File: src/shared/sarcr_pkg.sv
// Shared constants and types for the converter control and serial readout block.
package sarcr_pkg;

  localparam int RESULT_WIDTH  = 18;
  localparam int ADDR_WIDTH    = 12;
  localparam int DATA_WIDTH    = 32;
  localparam int COUNT_WIDTH   = 8;

  localparam int CLK_PERIOD_NS = 100;
  localparam int CONV_TIME_NS  = 412;
  localparam int CONV_RAW      = CONV_TIME_NS / CLK_PERIOD_NS;
  localparam int CONV_CYCLES   = (CONV_RAW < 1) ? 1 : CONV_RAW;
  localparam int POR_TIME_US   = 20;
  localparam int POR_CYCLES    = (POR_TIME_US * 1000 + CLK_PERIOD_NS - 1) / CLK_PERIOD_NS;

  localparam logic [ADDR_WIDTH-1:0] CTRL_OFFSET   = 12'h000;
  localparam logic [ADDR_WIDTH-1:0] STATUS_OFFSET = 12'h004;
  localparam logic [ADDR_WIDTH-1:0] RESULT_OFFSET = 12'h008;

  localparam int CTRL_CHAIN_BIT   = 0;
  localparam int CTRL_REFSEL_BIT  = 1;
  localparam logic [1:0] CTRL_RESET = 2'h2;

  localparam int STATUS_BUSY_BIT  = 0;
  localparam int STATUS_READY_BIT = 1;
  localparam int STATUS_DOWN_BIT  = 2;

  localparam int GAIN_NUM    = 4;
  localparam int GAIN_DEN    = 5;
  localparam int GAIN_OFFSET = (1 << RESULT_WIDTH) / 10;

  typedef enum logic [1:0] {
    ST_POR_INIT     = 2'b00,
    ST_POWERED_DOWN = 2'b01,
    ST_CONVERTING   = 2'b10
  } sarcr_state_type;

  typedef struct packed {
    logic                  psel;
    logic                  penable;
    logic                  pwrite;
    logic [ADDR_WIDTH-1:0] paddr;
    logic [DATA_WIDTH-1:0] pwdata;
  } sarcr_apb_req_type;

  typedef struct packed {
    logic [DATA_WIDTH-1:0] prdata;
    logic                  pready;
    logic                  pslverr;
  } sarcr_apb_rsp_type;

endpackage

File: src/rtl/sarcr_core.sv
// Conversion control, power-down and serial readout with an APB register slave.
`timescale 1ns/1ps
// Overview of operation
// - Supply loss resets; reinitialise after supply returns.
// - Start rising edge powers up, begins conversion.
// - Start requests ignored while converting.
// - Busy high exactly for the conversion.
// - After conversion, power down and acquire.
// - Conversion finishes within 412 ns.
// - Last result stays readable while powered down.
// - Result shifts out with the external clock.
// - Output changes on rising serial clock edge.
// - Top bit held until first rising edge.
// - Normal mode: read enable low drives output.
// - Top bit present at falling edge of busy.
// - Shared output: one read enable low.
// - Chain mode: output always on, serial input.
// - Upstream top bit appears after 18 clocks.
// - Upstream top bit captured on first edge.
// - Gain compression maps result into 10%..90%.

module sarcr_core #(
  parameter int POR_COUNT = sarcr_pkg::POR_CYCLES
) (
  input  wire logic                                   clk,
  input  wire logic                                   reset,
  input  wire sarcr_pkg::sarcr_apb_req_type           apbReq,
  output sarcr_pkg::sarcr_apb_rsp_type                apbRsp,
  input  wire logic                                   conversionStart,
  input  wire logic                                   sck,
  input  wire logic                                   readEnableOrChainInput,
  input  wire logic                                   supplyAboveMin,
  input  wire logic [sarcr_pkg::RESULT_WIDTH-1:0]     analogCode,
  output logic                                        busy,
  output logic                                        sdo,
  output logic                                        sdoOe
);

  localparam int RW = sarcr_pkg::RESULT_WIDTH;
  localparam int CW = sarcr_pkg::COUNT_WIDTH;
  localparam int PW = RW + 3;

  //////////////////////////////////////////////////////////////////////////////
  // Input synchronisers and edge detection.

  logic [3:0]    pinSync1;
  logic [3:0]    pinSync2;
  logic [3:0]    pinDly;
  logic [RW-1:0] codeSync1;
  logic [RW-1:0] codeSync2;
  logic          cnvRise;
  logic          sckRise;
  logic          rdlLevel;
  logic          supplyOk;

  always_ff @(posedge clk) begin
    if (reset) begin
      pinSync1  <= 4'h0;
      pinSync2  <= 4'h0;
      pinDly    <= 4'h0;
      codeSync1 <= '0;
      codeSync2 <= '0;
    end else begin
      pinSync1  <= {supplyAboveMin, readEnableOrChainInput, sck, conversionStart};
      pinSync2  <= pinSync1;
      pinDly    <= pinSync2;
      codeSync1 <= analogCode;
      codeSync2 <= codeSync1;
    end
  end

  always_comb begin
    cnvRise  = pinSync2[0] & ~pinDly[0];
    sckRise  = pinSync2[1] & ~pinDly[1];
    rdlLevel = pinSync2[2];
    supplyOk = pinSync2[3];
  end

  //////////////////////////////////////////////////////////////////////////////
  // Control register state.

  logic chainMode;
  logic referenceGainSelect;
  logic next_chainMode;
  logic next_referenceGainSelect;

  //////////////////////////////////////////////////////////////////////////////
  // Conversion state machine.

  sarcr_pkg::sarcr_state_type state;
  sarcr_pkg::sarcr_state_type next_state;
  logic [CW-1:0]              count;
  logic [CW-1:0]              next_count;
  logic [RW-1:0]              heldSample;
  logic [RW-1:0]              next_heldSample;
  logic                       next_busy;
  logic                       loadResult;

  always_comb begin
    next_state      = state;
    next_count      = count;
    next_heldSample = heldSample;
    loadResult      = 1'b0;
    case (state)
      sarcr_pkg::ST_POR_INIT: begin
        if (count == '0) begin
          next_state = sarcr_pkg::ST_POWERED_DOWN;
        end else begin
          next_count = count - CW'(1);
        end
      end
      sarcr_pkg::ST_POWERED_DOWN: begin
        if (cnvRise) begin
          next_state      = sarcr_pkg::ST_CONVERTING;
          next_count      = CW'(sarcr_pkg::CONV_CYCLES - 1);
          next_heldSample = codeSync2;
        end
      end
      sarcr_pkg::ST_CONVERTING: begin
        if (count == '0) begin
          next_state = sarcr_pkg::ST_POWERED_DOWN;
          loadResult = 1'b1;
        end else begin
          next_count = count - CW'(1);
        end
      end
      default: begin
        next_state = sarcr_pkg::ST_POR_INIT;
        next_count = CW'(POR_COUNT - 1);
      end
    endcase
    if (!supplyOk) begin
      next_state = sarcr_pkg::ST_POR_INIT;
      next_count = CW'(POR_COUNT - 1);
      loadResult = 1'b0;
    end
    next_busy = (next_state == sarcr_pkg::ST_CONVERTING);
  end

  always_ff @(posedge clk) begin
    if (reset) begin
      state      <= sarcr_pkg::ST_POR_INIT;
      count      <= CW'(POR_COUNT - 1);
      heldSample <= '0;
      busy       <= 1'b0;
    end else begin
      state      <= next_state;
      count      <= next_count;
      heldSample <= next_heldSample;
      busy       <= next_busy;
    end
  end

  //////////////////////////////////////////////////////////////////////////////
  // Result scaling and serial output.

  logic [PW-1:0] product;
  logic [PW-1:0] scaled;
  logic [RW-1:0] resultValue;
  logic [RW-1:0] resultReg;
  logic [RW-1:0] next_resultReg;
  logic [RW-1:0] shiftReg;
  logic [RW-1:0] next_shiftReg;
  logic          shiftIn;
  logic          next_sdo;
  logic          next_sdoOe;

  always_comb begin
    product = PW'(heldSample) * PW'(sarcr_pkg::GAIN_NUM);
    scaled  = product / PW'(sarcr_pkg::GAIN_DEN) + PW'(sarcr_pkg::GAIN_OFFSET);
    if (!referenceGainSelect) begin
      resultValue = scaled[RW-1:0];
    end else begin
      resultValue = heldSample;
    end
    shiftIn        = chainMode ? rdlLevel : 1'b0;
    next_resultReg = resultReg;
    next_shiftReg  = shiftReg;
    if (loadResult) begin
      next_resultReg = resultValue;
      next_shiftReg  = resultValue;
    end else if (sckRise) begin
      next_shiftReg = {shiftReg[RW-2:0], shiftIn};
    end
    next_sdo   = next_shiftReg[RW-1];
    next_sdoOe = chainMode | ~rdlLevel;
  end

  always_ff @(posedge clk) begin
    if (reset) begin
      resultReg <= '0;
      shiftReg  <= '0;
      sdo       <= 1'b0;
      sdoOe     <= 1'b0;
    end else begin
      resultReg <= next_resultReg;
      shiftReg  <= next_shiftReg;
      sdo       <= next_sdo;
      sdoOe     <= next_sdoOe;
    end
  end

  //////////////////////////////////////////////////////////////////////////////
  // APB register slave.

  sarcr_pkg::sarcr_apb_rsp_type next_apbRsp;
  logic                         accessPhase;
  logic                         writeDone;
  logic [sarcr_pkg::DATA_WIDTH-1:0] readMux;
  logic                         addrHit;

  always_comb begin
    accessPhase = apbReq.psel & apbReq.penable;
    writeDone   = accessPhase & apbRsp.pready & apbReq.pwrite;
    readMux     = '0;
    addrHit     = 1'b1;
    case (apbReq.paddr)
      sarcr_pkg::CTRL_OFFSET: begin
        readMux[sarcr_pkg::CTRL_CHAIN_BIT]  = chainMode;
        readMux[sarcr_pkg::CTRL_REFSEL_BIT] = referenceGainSelect;
      end
      sarcr_pkg::STATUS_OFFSET: begin
        readMux[sarcr_pkg::STATUS_BUSY_BIT]  = busy;
        readMux[sarcr_pkg::STATUS_READY_BIT] = (state != sarcr_pkg::ST_POR_INIT);
        readMux[sarcr_pkg::STATUS_DOWN_BIT]  = (state == sarcr_pkg::ST_POWERED_DOWN);
      end
      sarcr_pkg::RESULT_OFFSET: begin
        readMux[RW-1:0] = resultReg;
      end
      default: begin
        addrHit = 1'b0;
      end
    endcase
    next_apbRsp         = '0;
    next_apbRsp.pready  = accessPhase & ~apbRsp.pready;
    next_apbRsp.pslverr = accessPhase & ~apbRsp.pready & ~addrHit;
    if (accessPhase && !apbRsp.pready && !apbReq.pwrite) begin
      next_apbRsp.prdata = readMux;
    end
    next_chainMode           = chainMode;
    next_referenceGainSelect = referenceGainSelect;
    if (writeDone && apbReq.paddr == sarcr_pkg::CTRL_OFFSET) begin
      next_chainMode           = apbReq.pwdata[sarcr_pkg::CTRL_CHAIN_BIT];
      next_referenceGainSelect = apbReq.pwdata[sarcr_pkg::CTRL_REFSEL_BIT];
    end
  end

  always_ff @(posedge clk) begin
    if (reset) begin
      apbRsp              <= '0;
      chainMode           <= sarcr_pkg::CTRL_RESET[sarcr_pkg::CTRL_CHAIN_BIT];
      referenceGainSelect <= sarcr_pkg::CTRL_RESET[sarcr_pkg::CTRL_REFSEL_BIT];
    end else begin
      apbRsp              <= next_apbRsp;
      chainMode           <= next_chainMode;
      referenceGainSelect <= next_referenceGainSelect;
    end
  end
endmodule // sarcr_core

File: config.mk
export PLATFORM = sky130hd
export DESIGN_NAME = sarcr_core
export DESIGN_NICKNAME = d
export VERILOG_FILES = /design/src/shared/sarcr_pkg.sv /design/src/rtl/sarcr_core.sv
export SDC_FILE = /design/constraint.sdc
export NUM_CORES = 1
export LEC_CHECK = 0
export BUFFER_PORTS_ARGS = -buffer_cell sky130_fd_sc_hd__buf_2
export CORE_MARGIN = 2
export CORE_UTILIZATION = 60
export CTS_BUF_LIST = sky130_fd_sc_hd__clkbuf_4
export CTS_CLUSTER_DIAMETER = 120
export DETAILED_ROUTE_END_ITERATION = 12
export PLACE_DENSITY = 0.8
export SYNTH_ARGS = -nofsm -noshare
export SYNTH_HDL_FRONTEND = slang
export SYNTH_SLANG_ARGS = --single-unit
File: constraint.sdc
create_clock -name clk -period 9.1 [get_ports clk]
set_input_delay 0 -clock clk [delete_from_list [all_inputs] [get_ports clk]]
set_output_delay 0 -clock clk [all_outputs]
set_load 0.05 [all_outputs]
==> results of run 1 <==
==> area by class of cell <==
class / count / area (µm²)
inverter: 30 / 113
clock inverter: 15 / 164
sequential: 134 / 2690
multi-input combinational: 846 / 5260
clock buffer: 17 / 128
timing repair buffer: 147 / 1070
tap: 180 / 225
antenna: 1 / 2.50
fill: 1089 / 4130
==> worst paths after layout <==
path / to / slack, ns
max: shiftReg[16] / 0.56
max reg2reg: shiftReg[16] / 0.56
min reg2reg: heldSample[13] / 0.44
min: codeSync1[13] / 0.22
==> power breakdown <==
part	switching, mW	internal [mW]	leakage [nW]
combinational	0.0370	0.0271	2.54
clock	0.248	0.169	0.145
sequential	0.00346	0.597	1.09
total	0.288	0.792	3.78
==> placed cells by master (no fill, tap or decap), types with 12 or more instances in the layout <==
cell             n
inv_1           24
conb_1          14
nand2b_1        18
o211ai_1        18
nor2b_1         56
and2_1          23
nor3_1          21
dfxtp_1        131
nand2_1        157
a21o_1          12
dlygate4sd3_1   51
clkbuf_4        17
buf_2           63
nor2_1          81
nand3_1         24
a21oi_1         85
buf_4           33
nor4_1          14
o21ai_0         39
a31oi_1         15
==> cells by family (layout without fill, tap and decap cells) <==
group,after synthesis,after routing,synth area share (%)
compound gates,329,329,28.9
mux,12,12,1.44
flops,134,134,31.8
fa+ha+maj,7,7,1.01
buf+inv,119,209,6.64
other cells,1,15,0.0445
xor+xnor,18,18,1.96
simple gates,466,466,28.2
==> metal layers <==
layer  up-vias  global-route usage (%)
li1       4128                       -
met1      4142                    39.5
met2       467                    59.1
met3        75                    5.90
met4         0                    9.20
met5         -                       0
==> sequential cells by signal, indices dropped and copies added (netlist names) <==
register / cells
sdoOe: 1
pinSync2: 4
resultReg: 18
referenceGainSelect: 1
count: 8
heldSample: 18
busy: 1
pinSync1: 4
codeSync2: 18
pinDly: 2
shiftReg: 18
state: 2
chainMode: 1
apbRsp: 20
codeSync1: 18
==> worst register-to-register path, delay by kind of cell, from the launching register on <==
| kind | cells | cell delay [ns] |
|---|---|---|
| AO/OA/AOI/OAI | 19 | 4.93 |
| AND/OR/NAND/NOR | 7 | 1.59 |
| buffers and inverters | 4 | 0.79 |
| flip-flops | 1 | 0.60 |
| adder cells (fa/ha/maj) | 2 | 0.48 |
==> what timing repair did <==
item	CTS	global route
setup buffers	0	0
endpoints found under the setup margin	0	25
endpoints found under the hold margin	43	0
resized for setup	0	7
hold buffers	51	0
==> metrics by stage <==
step,instances,power [mW],setup slack (ns)
floorplan,1099,0.649,1.75
global placement,1286,0.657,0.672
detailed placement,1286,0.658,0.578
CTS,1369,1.07,0.517
global route,1370,1.11,0.00360
finish,1370,1.08,0.556
==> results.json, run 1 <==
{
  "syn-cell-area_um2": 8420,
  "setup_viol": 0,
  "finalCritPeriodShare_pct": 93.9,
  "dr_wl_met3_um": 1670,
  "fp.dieH_um": 122,
  "fin_nets": 1253,
  "crit_buf_inv": 4,
  "ys.flop_type": "dfxtp_1",
  "hold_path_class": "input pin to register",
  "powerDensity_nw_per_um2": 112,
  "firstDrtPassIters": 6,
  "drtIter0Drc": 1036,
  "clk_path_buf_depth": 2,
  "synth_cell_type_count": 108,
  "highest_layer": "met4",
  "wl_met2_um": 12600,
  "gp_congestion": 0.946,
  "max_freq_mhz": 117,
  "wl_per_cell_um": 17.9,
  "synth-edff-count": 0,
  "fin_util_pct": 70.0,
  "yosysWarnings": 0,
  "start_kind": "register",
  "grt_pass1_wl_um": 39500,
  "dpl_cell_area_um2": 8820,
  "rsz0062_at_grt": "false",
  "via_count": 8812,
  "worstSetupPathType": "register to register",
  "syn_area_per_cell_um2": 7.76,
  "cts_sinks": 134,
  "route.final.wire_length_um": 24600,
  "cpMaxStageDelayCell": "dfxtp_1",
  "wl_met1_um": 9750,
  "leakage_nw": 3.78,
  "fin_crit_ns": 8.54,
  "final.setup.tns_ns": 0,
  "postLayoutCellArea_um2": 9650,
  "grt_usage_pct": 32.7,
  "required_ns": 9.50,
  "hpwl_um": 15500,
  "vias_per_cell": 6.43,
  "status": "finished clean",
  "port_buffers": 63,
  "cp_top_family": "compound AO/OA/AOI/OAI gates",
  "path_clk_slew_ns": 0.13,
  "yosysTopAreaCell": "dfxtp_1",
  "synth_seq_cells": 134,
  "drc_errors": 0,
  "synthTopCellsByArea": "dfxtp_1, nand2_1, a21oi_1",
  "path_max_fanout": 19,
  "worstReg2RegStart": "heldSample[12]",
  "htree_levels": 4,
  "synthCells": 1086,
  "max-slew-margin-rel_pct": 24.7,
  "synth_seq_area_share_pct": 31.8,
  "clock-skew-final_ns": 0.0250,
  "synth.top_cell.area_share_pct": 31.8,
  "cts_tree": "yes",
  "grt_pass1_vias": 8121,
  "chipWidth_um": 122,
  "layout-drive-gt1-share_pct": 14.8,
  "io_pins": 108,
  "maxCapViolCount": 0,
  "row_count": 43,
  "finalMaxSlewViolations": 0,
  "ir_worst_vdd_v": 0.000112,
  "cts_buffers": 17,
  "async_flop_share_pct": 0,
  "hold_ws_ns": 0.217,
  "syn2layout_area_growth_pct": 14.5,
  "antenna_found_initial": 1,
  "cp.arrival_ns": 8.94,
  "ff2ff_path_depth": 32,
  "worst_pin_slew_ns": 1.13,
  "start_util_pct": 61.2,
  "die_area_um2": 15000,
  "hold_viol_final": 0,
  "startpoint": "heldSample[12]",
  "core_um2": 13800,
  "synthMostInstantiatedCell": "nand2_1",
  "crit_cells": 32,
  "synth_common_cells": "nand2_1, dfxtp_1, a21oi_1",
  "grt_max_degree": 51,
  "slowest_delay_ns": 0.60,
  "cts-root-buf": "clkbuf_4",
  "antenna_left": 0,
  "hold_start": "analogCode[13]",
  "min_path_cells": 3,
  "gr-total-overflow": 0,
  "crit_path_end_kind": "register",
  "crit_top_cell": "buf_4",
  "clkLatencyLatePin_ns": 0.55
}
(Power assumes the default switching activity.)
==> run 2: changes to the inputs <==
--- a/config.mk
+++ b/config.mk
@@ -5,7 +5,7 @@
 export SDC_FILE = /design/constraint.sdc
 export NUM_CORES = 1
 export LEC_CHECK = 0
-export BUFFER_PORTS_ARGS = -buffer_cell sky130_fd_sc_hd__buf_2
+export BUFFER_PORTS_ARGS = -buffer_cell sky130_fd_sc_hd__buf_4
 export CORE_MARGIN = 2
 export CORE_UTILIZATION = 60
 export CTS_BUF_LIST = sky130_fd_sc_hd__clkbuf_4
==> constraint.sdc (replaced) <==
create_clock -name clk -period 9.1 [get_ports clk]
set_input_delay 0 -clock clk [delete_from_list [all_inputs] [get_ports clk]]
set_output_delay 0 -clock clk [all_outputs]
set_load 0.02 [all_outputs]
==> run 2 against run 1 <==
Effect of this change: final area decreased by 0.44%; largest cell class unchanged; setup slack got worse by 0.0062 ns; clock power decreased by 12%; global-route usage decreased by 2.7 points; total power decreased by 5.5%; critical path depth increased by 1; critical endpoint is now shiftReg[14]; largest power group unchanged; combinational power decreased by 16%; sequential power about the same; wire length decreased by 7.4%; first-iteration DRC count increased by 6.1%; fmax about the same; sequential share of layout area increased by 0.14 points.
==> results.json, run 2 (same netlist as run 1, synthesis figures left out) <==
{
  "dpl.cell_count": 1280,
  "ff2ff_path_depth": 33,
  "hold_path_class": "input pin to register",
  "min_path_cells": 2,
  "core_um2": 13800,
  "grt_pass1_wl_um": 36400,
  "cts_tree": "yes",
  "status": "finished clean",
  "firstDrtPassIters": 6,
  "finalCritPeriodShare_pct": 94.0,
  "ir_worst_vdd_v": 0.000136,
  "route.final.wire_length_um": 22800,
  "final.setup.tns_ns": 0,
  "drc_errors": 0,
  "grt_pass1_vias": 7540,
  "clock-skew-final_ns": 0.0182,
  "vias_per_cell": 6.34,
  "gr-total-overflow": 0,
  "fin_util_pct": 69.7,
  "io_pins": 108,
  "finalNonFillerCells": 1349,
  "chipWidth_um": 122,
  "antenna_found_initial": 0,
  "leakage_nw": 3.70,
  "antenna_cells": 0,
  "port_buffers": 63,
  "cts_sinks": 134,
  "fin_nets": 1233,
  "final_common_cell": "nand2_1",
  "worst_pin_slew_ns": 1.14,
  "path_clk_slew_ns": 0.13,
  "worst_slack_ns": 0.550,
  "cts-root-buf": "clkbuf_4",
  "use_met1_pct": 38.7,
  "dpl_cell_area_um2": 8930,
  "required_ns": 9.54,
  "start_kind": "register",
  "wl_per_cell_um": 16.9,
  "grt_max_degree": 93,
  "drtIter0Drc": 1099,
  "power_mw": 1.02,
  "final_cell_mix": "nand2_1, dfxtp_1, buf_4",
  "gr-usage-met3_pct": 4.93,
  "layout-drive-gt1-share_pct": 15.1,
  "busiest_layer": "met2",
  "fin_crit_ns": 8.55,
  "gp_congestion": 0.911,
  "cpMaxStageDelayCell": "o32ai_1",
  "htree_levels": 4,
  "powerDensity_nw_per_um2": 106,
  "grt_util_met2_pct": 50.3,
  "row_count": 43,
  "fp.dieH_um": 122,
  "start_util_pct": 61.2,
  "maxCapViolCount": 0,
  "worstSetupPathType": "register to register",
  "clk_path_buf_depth": 2,
  "cp.arrival_ns": 8.99,
  "hold_ws_ns": 0.0723,
  "syn2layout_area_growth_pct": 14.0,
  "rsz0062_at_grt": "false",
  "path_max_fanout": 14,
  "largest_reg_flops": 20,
  "slowest_delay_ns": 0.61,
  "grt_usage_pct": 29.9,
  "finalMaxSlewViolations": 0,
  "cts_buffers": 17,
  "die_area_um2": 15000,
  "hold_viol_final": 0,
  "hpwl_um": 15100,
  "rrSetupSlack_ns": 0.55,
  "largest_register": "apbRsp",
  "max_freq_mhz": 117,
  "via_count": 8556,
  "crit_top_cell": "buf_4",
  "max-slew-margin-rel_pct": 23.6,
  "postLayoutCellArea_um2": 9610,
  "detailedPlace.worstSlack_ns": 0.392,
  "setup_viol": 0,
  "antenna_left": 0,
  "clkLatencyLatePin_ns": 0.53,
  "crit_path_end_kind": "register"
}
-- run 2: changes by cell type in the layout (fill, tap and decap cells not counted), moves of 2 or more --
cell / change
inv_6: -4
buf_2: -63
a211oi_2: +2
clkinv_2: +2
buf_4: +58
a211oi_1: -2
clkinv_4: +3
dlygate4sd3_1: -15
-- run 2: metal layers --
metal  up-vias  wire length (µm)
met5         -                 0
met1      3977              9600
met3        74              1460
met4         0               679
li1       4086                 -
met2       419             11000
-- run 2: area by class of cell --
| type | count | area [µm²] |
|---|---|---|
| clock buffer | 18 | 135 |
| clock inverter | 14 | 128 |
| fill | 1066 | 4170 |
| inverter | 30 | 113 |
| multi-input combinational | 846 | 5270 |
| sequential | 134 | 2690 |
| tap | 180 | 225 |
| timing repair buffer | 127 | 1040 |
-- run 2: critical path, delay by kind of cell, from the launching register on --
| kind | cells | cell delay [ns] |
|---|---|---|
| buffers and inverters | 5 | 0.89 |
| adders and majority gates | 2 | 0.51 |
| DFF | 1 | 0.51 |
| and+or+nand+nor | 4 | 0.90 |
| AOI/OAI and AO/OA | 22 | 5.67 |
-- run 2: worst paths after layout --
path | from | to
worst min register to register | codeSync2[12] | heldSample[12]
worst max-delay path | heldSample[15] | shiftReg[14]
worst max register to register | heldSample[15] | shiftReg[14]
worst min-delay path | reset | chainMode
-- run 2: timing repair --
action / 4_1_cts / 5_1_grt
gates resized for setup: 0 / 12
hold buffers: 36 / 0
endpoints found under the setup margin: 0 / 28
hold endpoints to repair: 29 / 0
buffers inserted: 0 / 1
-- run 2: report_power, final --
group          leakage (nW)  total, mW  switching (mW)  internal [mW]
logic                  2.47     0.0540          0.0266         0.0275
registers              1.09      0.600         0.00319          0.596
clock network         0.137      0.367           0.226          0.141
total                  3.70       1.02           0.256          0.765
